==> src/dpcd_pkg.sv <==
// Constants and types shared by the potentiometer command decoder
package dpcd_pkg;

    // Clock and timing
    localparam int unsigned CLK_PERIOD_NS = 8;
    localparam int unsigned WIPER_SETTLE_NS = 1000;
    localparam int unsigned NV_WRITE_MS = 10;
    localparam int unsigned SETTLE_W = 8;
    localparam int unsigned NV_CNT_W = 21;
    // Least delay: round up
    localparam logic [SETTLE_W-1:0] SETTLE_CYCLES =
        SETTLE_W'((WIPER_SETTLE_NS + CLK_PERIOD_NS - 1) / CLK_PERIOD_NS);
    // Longest time: round down
    localparam int unsigned NV_WRITE_CYCLES = (NV_WRITE_MS * 1000000) / CLK_PERIOD_NS;

    // Device type identifier, arbitrary value
    localparam logic [3:0] TYPE_ID = 4'hA;

    // Instruction byte layout
    localparam int unsigned OPC_MSB = 7;
    localparam int unsigned OPC_LSB = 4;
    localparam int unsigned SEL_MSB = 3;
    localparam int unsigned SEL_LSB = 2;

    // Operation codes
    localparam logic [3:0] OPC_RD_WIPER = 4'h9;
    localparam logic [3:0] OPC_WR_WIPER = 4'hA;
    localparam logic [3:0] OPC_RD_SET = 4'hB;
    localparam logic [3:0] OPC_WR_SET = 4'hC;
    localparam logic [3:0] OPC_SET_TO_WIPER = 4'hD;
    localparam logic [3:0] OPC_WIPER_TO_SET = 4'hE;
    localparam logic [3:0] OPC_STEP = 4'h2;

    // Values after reset, wiper limits and bits per byte
    localparam logic [5:0] WIPER_RESET = 6'h00;
    localparam logic [5:0] SETTING_RESET = 6'h00;
    localparam logic [5:0] WIPER_MAX = 6'h3F;
    localparam logic [5:0] WIPER_MIN = 6'h00;
    localparam logic [3:0] BITS_PER_BYTE = 4'h8;

    typedef enum logic [2:0] {
        ST_PWRUP,
        ST_IDLE,
        ST_ADDR,
        ST_INSTR,
        ST_DATA_RX,
        ST_DATA_TX,
        ST_STEP,
        ST_IGNORE
    } dpcd_state_t;

endpackage : dpcd_pkg

==> src/dpcd_decoder.sv <==
// Two-wire command decoder, wiper register and setting store for one potentiometer
//
// Contract
// Upper instruction nibble selects the operation
// Next two bits pick setting register
// 1001 returns wiper position in data byte
// 1100 writes data byte into setting register
// 1101 copies setting register into wiper
// 1110 copies wiper into setting register
// 0010 enters wiper step mode
// Transfers end after acknowledged instruction byte
// Tap output follows wiper after settle delay
// Wiper-to-setting write lasts the write time
// Reads and writes use one data byte
// SDA high pulse steps wiper up
// SDA low pulse steps wiper down
// Six-bit wiper decodes to one tap
// Power-up loads wiper from setting zero
// Wiper keeps nothing across power loss
// Setting writes finish within ten milliseconds
// Four six-bit setting registers are kept
// Filler bits are ignored
// Acknowledge address, instruction and written data
// 1010 writes data byte into wiper
// Data value in low six bits
// Write-protect low blocks setting writes
// No address acknowledge while write busy
// 1011 returns selected setting register
// Steps saturate; stop ends step mode
`timescale 1ns/1ps
`default_nettype none

module dpcd_decoder #(
    parameter int unsigned NV_WRITE_CYCLES = dpcd_pkg::NV_WRITE_CYCLES
) (
    input wire logic clk,                 // System clock, 125 MHz
    input wire logic nrst,                // Asynchronous reset, active low
    input wire logic clkEn,               // Freezes all state while low
    input wire logic sclPin,              // Serial clock pin
    input wire logic sdaIn,               // Serial data pin level
    output logic sdaOut,                  // Serial data drive value, always low
    output logic sdaOe,                   // Pulls serial data low while high
    input wire logic writeProtectN,       // Blocks setting writes while low
    input wire logic [3:0] deviceSelect,  // Device select straps
    output logic [5:0] wiperValue,        // Settled wiper position
    output logic [63:0] wiperTap,         // One-hot tap switch enables
    output logic nvBusy,                  // Setting write in progress
    output logic stepActive               // Step mode engaged
);

    typedef struct packed {
        logic sclMeta;
        logic sclSync;
        logic sclLast;
        logic sdaMeta;
        logic sdaSync;
        logic sdaLast;
        logic wpMeta;
        logic wpSync;
        logic [3:0] devMeta;
        logic [3:0] devSync;
        dpcd_pkg::dpcd_state_t state;
        dpcd_pkg::dpcd_state_t follow;
        logic [3:0] bitCnt;
        logic ackPhase;
        logic [7:0] shiftReg;
        logic [7:0] txByte;
        logic [3:0] opcode;
        logic [1:0] sel;
        logic sdaDrive;
        logic [5:0] wiper;
        logic [5:0] tapPos;
        logic [dpcd_pkg::SETTLE_W-1:0] settleCnt;
        logic [3:0][5:0] setting;
        logic nvPending;
        logic [1:0] nvSel;
        logic [5:0] nvData;
        logic nvBusy;
        logic [dpcd_pkg::NV_CNT_W-1:0] nvCnt;
    } dpcd_regs_t;

    localparam logic [dpcd_pkg::NV_CNT_W-1:0] NV_LOAD = dpcd_pkg::NV_CNT_W'(NV_WRITE_CYCLES);

    function automatic logic [63:0] tap_decode(input logic [5:0] pos);
        tap_decode = 64'h1 << pos;
    endfunction : tap_decode

    dpcd_regs_t st;
    dpcd_regs_t next_st;
    logic rstMeta;
    logic rstN;
    logic sclRise;
    logic sclFall;
    logic busStart;
    logic busStop;

    // Reset release passes two flops so every state flop leaves reset together
    always_ff @(posedge clk or negedge nrst) begin
        if (!nrst) begin
            rstMeta <= 1'b0;
            rstN <= 1'b0;
        end else if (clkEn) begin
            rstMeta <= 1'b1;
            rstN <= rstMeta;
        end
    end

    assign sclRise = st.sclSync && !st.sclLast;
    assign sclFall = !st.sclSync && st.sclLast;
    // Start and stop are data edges while the clock stays high
    assign busStart = st.sclSync && st.sclLast && st.sdaLast && !st.sdaSync;
    assign busStop = st.sclSync && st.sclLast && !st.sdaLast && st.sdaSync;

    always_comb begin
        next_st = st;
        next_st.sclMeta = sclPin;
        next_st.sclSync = st.sclMeta;
        next_st.sclLast = st.sclSync;
        next_st.sdaMeta = sdaIn;
        next_st.sdaSync = st.sdaMeta;
        next_st.sdaLast = st.sdaSync;
        next_st.wpMeta = writeProtectN;
        next_st.wpSync = st.wpMeta;
        next_st.devMeta = deviceSelect;
        next_st.devSync = st.devMeta;

        // settle delay
        if (st.settleCnt != '0) begin
            next_st.settleCnt = st.settleCnt - 1'b1;
        end
        if (st.settleCnt == dpcd_pkg::SETTLE_W'(1)) begin
            next_st.tapPos = st.wiper;
        end

        // write time
        if (st.nvBusy) begin
            if (st.nvCnt <= dpcd_pkg::NV_CNT_W'(1)) begin
                next_st.setting[st.nvSel] = st.nvData;
                next_st.nvBusy = 1'b0;
                next_st.nvCnt = '0;
            end else begin
                next_st.nvCnt = st.nvCnt - 1'b1;
            end
        end

        if (st.state == dpcd_pkg::ST_PWRUP) begin
            // power-up recall
            next_st.wiper = st.setting[0];
            next_st.state = dpcd_pkg::ST_IDLE;
        end else if (busStart) begin
            next_st.state = dpcd_pkg::ST_ADDR;
            next_st.bitCnt = '0;
            next_st.ackPhase = 1'b0;
            next_st.sdaDrive = 1'b0;
            next_st.nvPending = 1'b0;
        end else if (busStop) begin
            // stop ends stepping
            next_st.state = dpcd_pkg::ST_IDLE;
            next_st.ackPhase = 1'b0;
            next_st.sdaDrive = 1'b0;
            next_st.nvPending = 1'b0;
            // checked again at launch
            if (st.nvPending && st.wpSync && !st.nvBusy) begin
                next_st.nvBusy = 1'b1;
                next_st.nvCnt = NV_LOAD;
            end
        end else if (sclRise) begin
            case (st.state)
                dpcd_pkg::ST_ADDR, dpcd_pkg::ST_INSTR, dpcd_pkg::ST_DATA_RX: begin
                    if (!st.ackPhase && st.bitCnt < dpcd_pkg::BITS_PER_BYTE) begin
                        next_st.shiftReg = {st.shiftReg[6:0], st.sdaSync};
                        next_st.bitCnt = st.bitCnt + 1'b1;
                    end
                end
                dpcd_pkg::ST_DATA_TX: begin
                    if (!st.ackPhase && st.bitCnt < dpcd_pkg::BITS_PER_BYTE) begin
                        next_st.bitCnt = st.bitCnt + 1'b1;
                    end
                end
                dpcd_pkg::ST_STEP: begin
                    // saturating steps
                    if (st.sdaSync) begin
                        if (st.wiper != dpcd_pkg::WIPER_MAX) begin
                            next_st.wiper = st.wiper + 1'b1;
                        end
                    end else if (st.wiper != dpcd_pkg::WIPER_MIN) begin
                        next_st.wiper = st.wiper - 1'b1;
                    end
                end
                default: begin
                end
            endcase
        end else if (sclFall) begin
            case (st.state)
                dpcd_pkg::ST_ADDR, dpcd_pkg::ST_INSTR, dpcd_pkg::ST_DATA_RX, dpcd_pkg::ST_DATA_TX: begin
                    if (st.ackPhase) begin
                        // Ack slot over: release, or drive first read bit, and move on
                        next_st.ackPhase = 1'b0;
                        next_st.bitCnt = '0;
                        next_st.state = st.follow;
                        next_st.sdaDrive = (st.follow == dpcd_pkg::ST_DATA_TX) ? ~st.txByte[7] : 1'b0;
                    end else if (st.bitCnt == dpcd_pkg::BITS_PER_BYTE) begin
                        next_st.ackPhase = 1'b1;
                        next_st.sdaDrive = 1'b0;
                        next_st.follow = dpcd_pkg::ST_IGNORE;
                        case (st.state)
                            dpcd_pkg::ST_ADDR: begin
                                // silent while busy
                                if (st.shiftReg == {dpcd_pkg::TYPE_ID, st.devSync} && !st.nvBusy) begin
                                    // address ack
                                    next_st.sdaDrive = 1'b1;
                                    next_st.follow = dpcd_pkg::ST_INSTR;
                                end
                            end
                            dpcd_pkg::ST_INSTR: begin
                                // field split
                                next_st.opcode = st.shiftReg[dpcd_pkg::OPC_MSB:dpcd_pkg::OPC_LSB];
                                next_st.sel = st.shiftReg[dpcd_pkg::SEL_MSB:dpcd_pkg::SEL_LSB];
                                next_st.sdaDrive = 1'b1;
                                case (st.shiftReg[dpcd_pkg::OPC_MSB:dpcd_pkg::OPC_LSB])
                                    dpcd_pkg::OPC_RD_WIPER: begin
                                        // wiper readback
                                        next_st.txByte = {2'h0, st.wiper};
                                        next_st.follow = dpcd_pkg::ST_DATA_TX;
                                    end
                                    dpcd_pkg::OPC_RD_SET: begin
                                        // setting readback
                                        next_st.txByte = {2'h0, st.setting[st.shiftReg[dpcd_pkg::SEL_MSB:dpcd_pkg::SEL_LSB]]};
                                        next_st.follow = dpcd_pkg::ST_DATA_TX;
                                    end
                                    dpcd_pkg::OPC_WR_WIPER, dpcd_pkg::OPC_WR_SET: begin
                                        // one data byte follows
                                        next_st.follow = dpcd_pkg::ST_DATA_RX;
                                    end
                                    dpcd_pkg::OPC_SET_TO_WIPER: begin
                                        // parallel load, no data byte
                                        next_st.wiper = st.setting[st.shiftReg[dpcd_pkg::SEL_MSB:dpcd_pkg::SEL_LSB]];
                                    end
                                    dpcd_pkg::OPC_WIPER_TO_SET: begin
                                        // store queued for stop
                                        next_st.nvPending = st.wpSync;
                                        next_st.nvSel = st.shiftReg[dpcd_pkg::SEL_MSB:dpcd_pkg::SEL_LSB];
                                        next_st.nvData = st.wiper;
                                    end
                                    dpcd_pkg::OPC_STEP: begin
                                        // step mode
                                        next_st.follow = dpcd_pkg::ST_STEP;
                                    end
                                    default: begin
                                        // Unknown codes get no ack
                                        next_st.sdaDrive = 1'b0;
                                    end
                                endcase
                            end
                            dpcd_pkg::ST_DATA_RX: begin
                                // data ack
                                next_st.sdaDrive = 1'b1;
                                if (st.opcode == dpcd_pkg::OPC_WR_WIPER) begin
                                    // direct wiper write
                                    next_st.wiper = st.shiftReg[5:0];
                                end else begin
                                    // setting write queued
                                    next_st.nvPending = st.wpSync;
                                    next_st.nvSel = st.sel;
                                    next_st.nvData = st.shiftReg[5:0];
                                end
                            end
                            default: begin
                                // Read byte done: release for master ack
                            end
                        endcase
                    end else if (st.state == dpcd_pkg::ST_DATA_TX) begin
                        next_st.sdaDrive = ~st.txByte[3'(4'h7 - st.bitCnt)];
                    end
                end
                default: begin
                end
            endcase
        end

        // any wiper change restarts settle
        if (next_st.wiper != st.wiper) begin
            next_st.settleCnt = dpcd_pkg::SETTLE_CYCLES;
        end
    end

    // wiper and four settings cleared by reset
    always_ff @(posedge clk or negedge rstN) begin
        if (!rstN) begin
            st <= '{
                state: dpcd_pkg::ST_PWRUP,
                follow: dpcd_pkg::ST_IGNORE,
                wiper: dpcd_pkg::WIPER_RESET,
                tapPos: dpcd_pkg::WIPER_RESET,
                setting: {4{dpcd_pkg::SETTING_RESET}},
                sclMeta: 1'b1,
                sclSync: 1'b1,
                sclLast: 1'b1,
                sdaMeta: 1'b1,
                sdaSync: 1'b1,
                sdaLast: 1'b1,
                default: '0
            };
        end else if (clkEn) begin
            st <= next_st;
        end
    end

    assign sdaOut = 1'b0;
    assign sdaOe = st.sdaDrive;
    assign wiperValue = st.tapPos;
    // one tap enabled
    assign wiperTap = tap_decode(st.tapPos);
    assign nvBusy = st.nvBusy;
    assign stepActive = (st.state == dpcd_pkg::ST_STEP);
endmodule : dpcd_decoder

`default_nettype wire

==> config.mk <==
export PLATFORM = sky130hd
export DESIGN_NAME = dpcd_decoder
export DESIGN_NICKNAME = d
export VERILOG_FILES = /design/src/dpcd_pkg.sv /design/src/dpcd_decoder.sv
export SDC_FILE = /design/constraint.sdc
export NUM_CORES = 1
export LEC_CHECK = 0
export ABC_CLOCK_PERIOD_IN_PS = 6070
export CORE_ASPECT_RATIO = 0.7
export CORE_UTILIZATION = 50
export CTS_CLUSTER_DIAMETER = 150
export DETAILED_ROUTE_END_ITERATION = 8
export DONT_BUFFER_PORTS = 1
export PLACE_DENSITY_LB_ADDON = 0.1
export REMOVE_ABC_BUFFERS = 1
export SYNTH_ARGS = -nofsm -noshare
export SYNTH_HDL_FRONTEND = slang
export SYNTH_SLANG_ARGS = --single-unit
==> constraint.sdc <==
create_clock -name clk -period 6.07 [get_ports clk]
set_clock_uncertainty 0.05 [all_clocks]
set_input_delay 0.3035 -clock clk [delete_from_list [all_inputs] [get_ports clk]]
set_output_delay 0.3035 -clock clk [all_outputs]
set_load 0.01 [all_outputs]
==> flow_summary.ini, run 1 <==
[cts]
cts_buffers = 17
cts-root-buf = clkbuf_16
path_clk_slew_ns = 0.06
cts_sinks = 125
cts_tree = built
clock_latency_ns = 0.42
htree_levels = 4
cts_buffer_depth = 2

[global_route]
grt_pass1_vias = 5909
grtUsageTotal = 0.277
grt_max_degree = 66
grt_pass1_wl_um = 33300
grt_overflow_total = 0
antenna_found_initial = 0

[power]
power_density_nw_per_um2 = 303
total_leakage_power_nw = 3.45
irDropWorstVdd_mv = 0.154

[timing]
fin_hold_ws_ns = 0.0269
setup_viol = 0
period_share = 0.569
fin_crit_ns = 3.45
rsz0062_at_grt = false
tns_ns = 0
tightest_slew_ns = 0.950
fmax_ghz = 0.290
slew_viol_final = 0
max_slew_margin = 0.364
hold_violations = 0

[critical_path]
crit_required_ns = 6.31
worstSetupPathType = reg2reg
worstPathArrival_ns = 3.69
cp-end-kind = register
critPathMaxFanout = 22
worst_setup_path_start_kind = register

[floorplanning]
initial_utilization = 0.517
core-area_um2 = 14900
num_rows = 37
die_w_um = 150
die_area_um2 = 15900
ioPinCount = 84
die_h_um = 106

[yosys]
ys_warn_count = 0
yosysTopAreaCellShare = 0.378
syn_area_per_cell_um2 = 8.89
ys_seq_elements = 125
synth-edff-count = 0
synthMostInstantiatedCell = nor2_1
netlist_area_um2 = 7680
synth_ff_type = dfrtp_1
synthTopCellsByArea = dfrtp_1 38%, mux2_2 9.1%, nor2_1 6.0%, nand2_1 4.4%, o21ai_0 3.9%
synth_cells = 864
async_flop_share = 1.00
ys_types = 73
ys_top_cells_by_count = 122 x nor2_1, 116 x dfrtp_1, 91 x nand2_1, 62 x mux2_2, 60 x o21ai_0
yosys.area.top_type = dfrtp_1
ys_seq_area_frac = 0.408

[hold_path]
hp-class = in2reg

[final_layout]
antenna_cells = 0
nFillCells = 1289
layout-drive-gt1-share = 0.161
final_nets = 859
area_delta_synth_final_pct = 9.67
instances_no_fill = 1045

[place]
dp.final_hpwl_um = 14900
gp_congestion = 0.900
dp_cells = 1004
io_buffers = 0

[route]
antenna_left = 0
wirelength_um = 21200
vias = 6574
initialDrtViolationCount = 621
wl_per_cell_um = 20.3
drc = 0
firstDrtPassIters = 5
avgViaCountPerCell = 6.29

[outcome]
status = finished, final reports clean

[flow_run]
maxCapViolCount = 0
[per-stage QoR]
step | worst slack [ns] | utilization | total power [W] | instance area (um^2)
after global placement | 2.78 | 0.519 | 0.00147 | 7710
after global routing | 2.41 | 0.567 | 0.00267 | 8430
after floorplan | 2.28 | - | 0.00132 | 7400
after CTS | 2.66 | 0.567 | 0.00256 | 8430
final | 2.62 | 0.567 | 0.00255 | 8430
after detailed placement | 2.66 | 0.519 | 0.00147 | 7710
[registers in the layout (all words and copies together) (netlist names)]
name,flops
nvBusy,1
sdaOe,1
wiperValue,6
next_st,9
rstN,1
st,106
rstMeta,1
[timing repair]
item                      CTS  global route
hold endpoints to repair   33             0
hold buffers                9             0
gates resized for setup     0             0
setup buffers               0             0
[cells in the final DEF, fill, tap and decap left out, types with 3 or more instances in the layout]
| cell | Yosys | routed |
|---|---|---|
| nor2_1 | 122 | 122 |
| dfrtp_1 | 116 | 115 |
| nand2_1 | 91 | 91 |
| mux2_2 | 62 | 62 |
| o21ai_0 | 60 | 60 |
| a21oi_1 | 44 | 44 |
| nor3_1 | 30 | 30 |
| nand3_1 | 29 | 29 |
| inv_1 | 24 | 24 |
| a31oi_1 | 17 | 17 |
| clkbuf_16 | 0 | 17 |
| mux2i_1 | 13 | 13 |
| ha_1 | 12 | 12 |
| nor4_1 | 11 | 11 |
| nand2b_1 | 10 | 10 |
| nor2b_1 | 9 | 9 |
| xnor2_1 | 9 | 9 |
| dfstp_2 | 9 | 9 |
| nand4_1 | 8 | 8 |
| or3_1 | 8 | 8 |
| xor2_1 | 8 | 8 |
| dlygate4sd3_1 | 0 | 8 |
| buf_4 | 9 | 8 |
| and3_1 | 7 | 7 |
| mux4_2 | 7 | 7 |
| a311oi_1 | 6 | 6 |
| o31ai_1 | 6 | 6 |
| a21o_1 | 5 | 5 |
| o41ai_1 | 6 | 5 |
| a22o_1 | 5 | 5 |
| or4_1 | 4 | 4 |
| inv_6 | 0 | 4 |
| nand3b_1 | 3 | 3 |
| or2_2 | 3 | 3 |
| a211oi_1 | 3 | 3 |
| a221o_1 | 3 | 3 |
| nand4b_1 | 3 | 3 |
| o2bb2ai_1 | 3 | 3 |
| bufinv_16 | 0 | 3 |
[cell type report]
class,instances,area (um^2),area share
Multi-Input combinational cell,652,4180,0.496
Inverter,24,90.1,0.0107
Clock inverter,13,180,0.0214
Sequential cell,125,3140,0.373
Timing Repair Buffer,17,160,0.0190
Tap cell,195,244,0.0289
Clock buffer,19,433,0.0514
[metal layers]
layer | track usage | vias up | wire [um]
met5 | 0 | - | 0
met2 | 0.382 | 257 | 8780
met4 | 0.0808 | 0 | 258
met3 | 0.0771 | 24 | 1820
li1 | - | 3033 | -
met1 | 0.417 | 3260 | 10300
[power by group]
part	switching (W)	leakage [nW]	internal, W	total (W)
clock network	0.000410	0.293	0.000658	0.00107
registers	0.000129	1.56	0.000901	0.00103
logic	0.000278	1.59	0.000178	0.000456
total	0.000817	3.45	0.00174	0.00255
[path summary, 6_finish.rpt]
check                           startpoint       endpoint  slack, ns  cells past startpoint
worst min register to register        rstN         st[90]       0.37                      0
max in group asynchronous             rstN  wiperValue[2]       4.27                      1
worst max register to register      st[71]         st[55]       2.62                      8
worst max-delay path                st[71]         st[55]       2.62                      8
min in group asynchronous             nrst           rstN       0.06                      1
worst min-delay path                 clkEn         st[10]       0.03                      3
[cell families (layout without fill, tap and decap cells)]
group           after synthesis  after routing  synth area share
mux                          82             82             0.128
fa+ha+maj                    12             12            0.0195
compound gates              181            181             0.148
xor+xnor                     18             18            0.0215
buf+inv                      87             73            0.0488
other cells                   1              1          0.000488
flops                       125            125             0.408
simple gates                358            358             0.224
[critical path, stage by stage, from the launching register on]
cell       delay [ns]
dfrtp_1          0.66
nor3_1           0.65
a31oi_1          0.17
a221oi_1         0.64
nor2_1           0.12
o2bb2ai_1        0.18
nand4_1          0.25
o41ai_2          0.47
mux2i_1          0.13
Power figures use the tool's default switching activity.
==> run 2: changes to the inputs <==
ABC_CLOCK_PERIOD_IN_PS = 2950   (was 6070)
clock period = 2.95 ns   (was 6.07 ns; I/O delays follow)
==> run 2 against run 1 <==
Effect of this change: cell count rose by 6.3%; global-route usage up 0.90 points; final area increased by 8.4%; hold slack got worse by 0.021 ns; sequential power up 98%.
==> flow_summary.ini, run 2 (same netlist as run 1, synthesis figures left out) <==
[floorplanning]
die_w_um = 150
core-area_um2 = 14900
die_h_um = 106
initial_utilization = 0.517
die_area_um2 = 15900
num_rows = 37
ioPinCount = 84

[route]
firstDrtPassIters = 6
initialDrtViolationCount = 542
avgViaCountPerCell = 6.19
antenna_left = 0
wl_per_cell_um = 19.8
wirelength_um = 22000
drc = 0
vias = 6872

[power]
power_density_nw_per_um2 = 601
switching_share = 0.322
irDropWorstVdd_mv = 0.535
total_leakage_power_nw = 3.82
clkPwrFrac = 0.399
intPower_w = 0.00372
switchingPower_w = 0.00177
pwr-share-seq = 0.371
power_frac_comb = 0.230

[cts]
cts_sinks = 125
htree_levels = 4
cts-root-buf = clkbuf_16
cts_buffers = 17
cts_tree = built
clock_latency_ns = 0.43
cts_buffer_depth = 2
path_clk_slew_ns = 0.06

[timing]
fin_crit_ns = 2.88
hold_violations = 0
tightest_slew_ns = 0.703
max_slew_margin = 0.526
setup_viol = 0
period_share = 0.978
fmax_ghz = 0.347
fin_hold_ws_ns = 0.00638
slew_viol_final = 0
rsz0062_at_grt = true

[critical_path]
r2r_cells = 9
path_cells = buf_6 -> or4_4 -> a221o_1 -> a221o_1 -> a21oi_2 -> o211ai_1 -> buf_4 -> o41ai_4 -> mux2i_1
cp_slowest_cell = or4_4
critPathMaxFanout = 6
r2r_end = st[55]
worst_setup_path_start_kind = register
worstPathArrival_ns = 3.12
reg2reg_slack_ns = 0.07
crit_required_ns = 3.19
cp-end-kind = register
worstSetupPathType = reg2reg
critPathMostFrequentCell = a221o_1
max_stage_delay_ns = 0.46
r2r_start = st[70]

[final_layout]
largest_register_ffs = 106
largest_register = st
layout-drive-gt1-share = 0.249
final_common_cell = nor2_1
area_delta_synth_final_pct = 18.8
antenna_cells = 0
stdcell_area_um2 = 9130
final_nets = 925
layout_common_cells = 122 x nor2_1, 109 x dfrtp_1, 91 x nand2_1

[hold_path]
hp-class = in2reg
min_to = next_st[119]
hold_path_startpoint = clkEn
hold_path_depth = 3

[global_route]
grt_max_degree = 58
grtUsageTotal = 0.286
met3_usage = 0.0758
use_met2 = 0.384
grt_pass1_wl_um = 34300
gr-usage-met1 = 0.442
antenna_found_initial = 0
grt_overflow_total = 0
grt-busiest-layer = met1
grt_pass1_vias = 6193

[place]
dp.final_hpwl_um = 15900
io_buffers = 0
gp_congestion = 0.924
placed_area_um2 = 8160

[flow_run]
maxCapViolCount = 0

[outcome]
status = finished, final reports clean
## run 2: worst max-delay path: cells and delay by family, from the launching register on
kind,cells,cell delay (ns)
compound gates,5,1.33
buf+inv,2,0.33
flops,1,0.44
mux,1,0.13
simple gates,1,0.46
## run 2: cell type report
type / instances / area [um^2]
Fill cell: 1266 / 5730
Clock inverter: 14 / 184
Clock buffer: 18 / 429
Multi-Input combinational cell: 652 / 4340
Tap cell: 195 / 244
Timing Repair Buffer: 83 / 691
Sequential cell: 125 / 3150
Inverter: 24 / 90.1
## run 2: through the flow
step,worst slack (ns),instances,TNS [ns],power (W),util
after floorplan,-0.841,801,-98.04,0.00271,-
after global placement,0.0587,1061,0,0.00311,0.549
after detailed placement,0.0155,1061,0,0.00314,0.549
after CTS,0.0204,1104,0,0.00536,0.598
after global routing,-0.0479,1111,-0.141,0.00574,0.615
final,0.0664,1111,0,0.00549,0.615
## run 2: per-layer routing
layer  share of wire  wire length, um
met1            0.49            10800
met2            0.42             9170
met3           0.080             1770
met4           0.013              282
met5               0                0
## run 2: worst max path at each step
stage | startpoint | to | slack, ns | cells after the start
detailed placement | st[122] | st[55] | 0.02 | 10
global placement | st[122] | st[55] | 0.06 | 10
floorplan | rstN | next_st[109] | -0.84 | 0
global route | st[70] | st[55] | -0.05 | 9
CTS | st[122] | st[55] | 0.02 | 10
finish | st[70] | st[55] | 0.07 | 9
## run 2: power by group through the flow
stage | Combinational [W] | Sequential, W | Clock (W)
after global placement | 0.00107 | 0.00204 | 0
after floorplan | 0.000668 | 0.00204 | 0
final | 0.00126 | 0.00204 | 0.00219
after CTS | 0.00112 | 0.00202 | 0.00222
after detailed placement | 0.00109 | 0.00205 | 0
after global routing | 0.00138 | 0.00206 | 0.00230
## run 2: repair_timing
item / CTS / global route
hold buffers: 11 / 0
endpoints found under the hold margin: 47 / 0
resized for setup: 0 / 43
setup endpoints to repair: 0 / 23
setup buffers: 0 / 7
==> run 3: changes to the inputs <==
ABC_CLOCK_PERIOD_IN_PS = 2550   (was 2950)
clock period = 2.55 ns   (was 2.95 ns; I/O delays follow)
==> run 3 against run 2 <==
Effect of this change: the flow now finishes with violations (negative setup slack); highest routed layer unchanged; final area grew 9.9%; hold slack better by 0.029 ns; sequential share of layout area down 3.1 points; count of clock-buffer cells in the layout decreased by 1; global-route usage rose by 2.4 points; sequential cell count stayed put; clock power up 11%; cell count rose by 8.2%; routed wire length grew 9.8%; first-iteration DRC count is 25% higher; fmax is 5.3% higher.
==> flow_summary.ini, run 3 (same netlist as run 1, synthesis figures left out) <==
[hold_path]
min_to = st[7]
hold_path_startpoint = clkEn
hold_path_depth = 4
hp-class = in2reg

[global_route]
grt_overflow_total = 0
grt_pass1_vias = 6854
grt_pass1_wl_um = 37200
grtUsageTotal = 0.310
antenna_found_initial = 0
grt_max_degree = 93

[final_layout]
area_delta_synth_final_pct = 30.5
final_common_cell = buf_4
layout_common_cells = 154 x buf_4, 120 x nor2_1, 109 x dfrtp_1
final_nets = 1016
largest_register = st
nFillCells = 1158
antenna_cells = 0
final_core_utilization = 0.675
largest_register_ffs = 106
layout-drive-gt1-share = 0.346

[cts]
cts_tree = built
cts_buffer_depth = 2
cts_buffers = 17
clock_latency_ns = 0.42
cts_sinks = 125
htree_levels = 4
cts-root-buf = clkbuf_16
path_clk_slew_ns = 0.06

[floorplanning]
ioPinCount = 84
initial_utilization = 0.517
die_area_um2 = 15900
die_h_um = 106
die_w_um = 150
core-area_um2 = 14900
num_rows = 37

[critical_path]
worstSetupPathType = reg2reg
reg2reg_slack_ns = -0.19
r2r_cells = 10
crit_required_ns = 2.81
worstPathArrival_ns = 3.00
r2r_start = st[107]
critPathMaxFanout = 6
r2r_end = st[56]
cp-end-kind = register
worst_setup_path_start_kind = register

[route]
initialDrtViolationCount = 677
firstDrtPassIters = 7
vias = 7331
wirelength_um = 24200
antenna_left = 0
drc = 0
avgViaCountPerCell = 6.10
wl_per_cell_um = 20.1

[power]
power_density_nw_per_um2 = 661
irDropWorstVdd_mv = 0.463
total_leakage_power_nw = 4.30

[place]
gp_congestion = 0.962
dp.final_hpwl_um = 16900
io_buffers = 0

[timing]
fmax_ghz = 0.365
postLayoutSetupSlackWorst_ns = -0.189
fin_crit_ns = 2.74
setup_viol = 8
fin_hold_ws_ns = 0.0355
hold_violations = 0
rsz0062_at_grt = true
slew_viol_final = 0
max_slew_margin = 0.562
period_share = 1.07
tightest_slew_ns = 0.656

[outcome]
violations = negative setup slack
status = finished with violations

[flow_run]
maxCapViolCount = 0
[run 3: cell count changes in the layout (fill, tap and decap cells not counted), moves of 4 or more]
cell / delta
a311oi_1: -4
buf_4: +87
buf_6: +4
clkinv_4: -4
clkinvlp_4: +4
mux2_2: -6
mux2_4: +6
o21ai_0: -5
o21ai_1: +5
[run 3: final cells by class]
| class | count | area [um^2] | share of cell area |
|---|---|---|---|
| Inverter | 24 | 90.1 | 0.00898 |
| Timing Repair Buffer | 174 | 1390 | 0.139 |
| Sequential cell | 125 | 3150 | 0.314 |
| Clock inverter | 15 | 170 | 0.0170 |
| Tap cell | 195 | 244 | 0.0243 |
| Multi-Input combinational cell | 652 | 4560 | 0.454 |
| Clock buffer | 17 | 425 | 0.0424 |
[run 3: routing by layer]
metal  global-route usage  routed length (um)
met4               0.0801                 266
met5                    0                   0
met3               0.0797                1960
met1                0.460               11300
met2                0.445               10600
[run 3: how the worst max path moves through the flow]
| stage | slack, ns | from | endpoint | depth (start not counted) |
|---|---|---|---|---|
| 6_report | -0.19 | st[107] | st[56] | 10 |
| 5_1_grt | -0.31 | st[92] | st[55] | 10 |
| 4_1_cts | -0.12 | st[101] | st[55] | 8 |
| 3_5_place_dp | -0.35 | st[122] | st[55] | 10 |
| 3_3_place_gp | -0.32 | st[107] | st[69] | 11 |
| 2_1_floorplan | -1.24 | rstN | next_st[109] | 0 |
[run 3: worst max-delay path, stage by stage (launching register included)]
cell,delay [ns]
dfrtp_2,0.45
nor3b_2,0.21
buf_4,0.14
o211ai_2,0.10
or4_4,0.57
a221o_1,0.36
buf_4,0.15
a21o_1,0.19
nand3_4,0.13
o41ai_4,0.08
a22o_1,0.20
[run 3: timing repair]
action / 4_1_cts / 5_1_grt
setup buffers: 12 / 7
hold endpoints to repair: 47 / 0
resized for setup: 50 / 45
pin swaps: 20 / 23
endpoints found under the setup margin: 22 / 53
hold buffers: 12 / 0
[run 3: where the power goes]
| part | internal (W) | leakage (nW) | switching (W) |
|---|---|---|---|
| registers | 0.00215 | 1.56 | 0.000173 |
| logic | 0.000838 | 2.46 | 0.00104 |
| clock network | 0.00139 | 0.279 | 0.00104 |
[run 3: through the flow]
step           total power [W]  setup WS, ns  TNS, ns  instances  instance area (um^2)
2_1_floorplan          0.00314         -1.24  -153.17        801                  7400
3_3_place_gp           0.00385        -0.319    -2.29       1141                  8760
3_5_place_dp           0.00388        -0.352    -2.93       1141                  8760
4_1_cts                0.00653        -0.122   -0.622       1197                  9780
5_1_grt                0.00689        -0.309    -2.22       1202                 10000
6_report               0.00663        -0.189    -1.32       1202                 10000
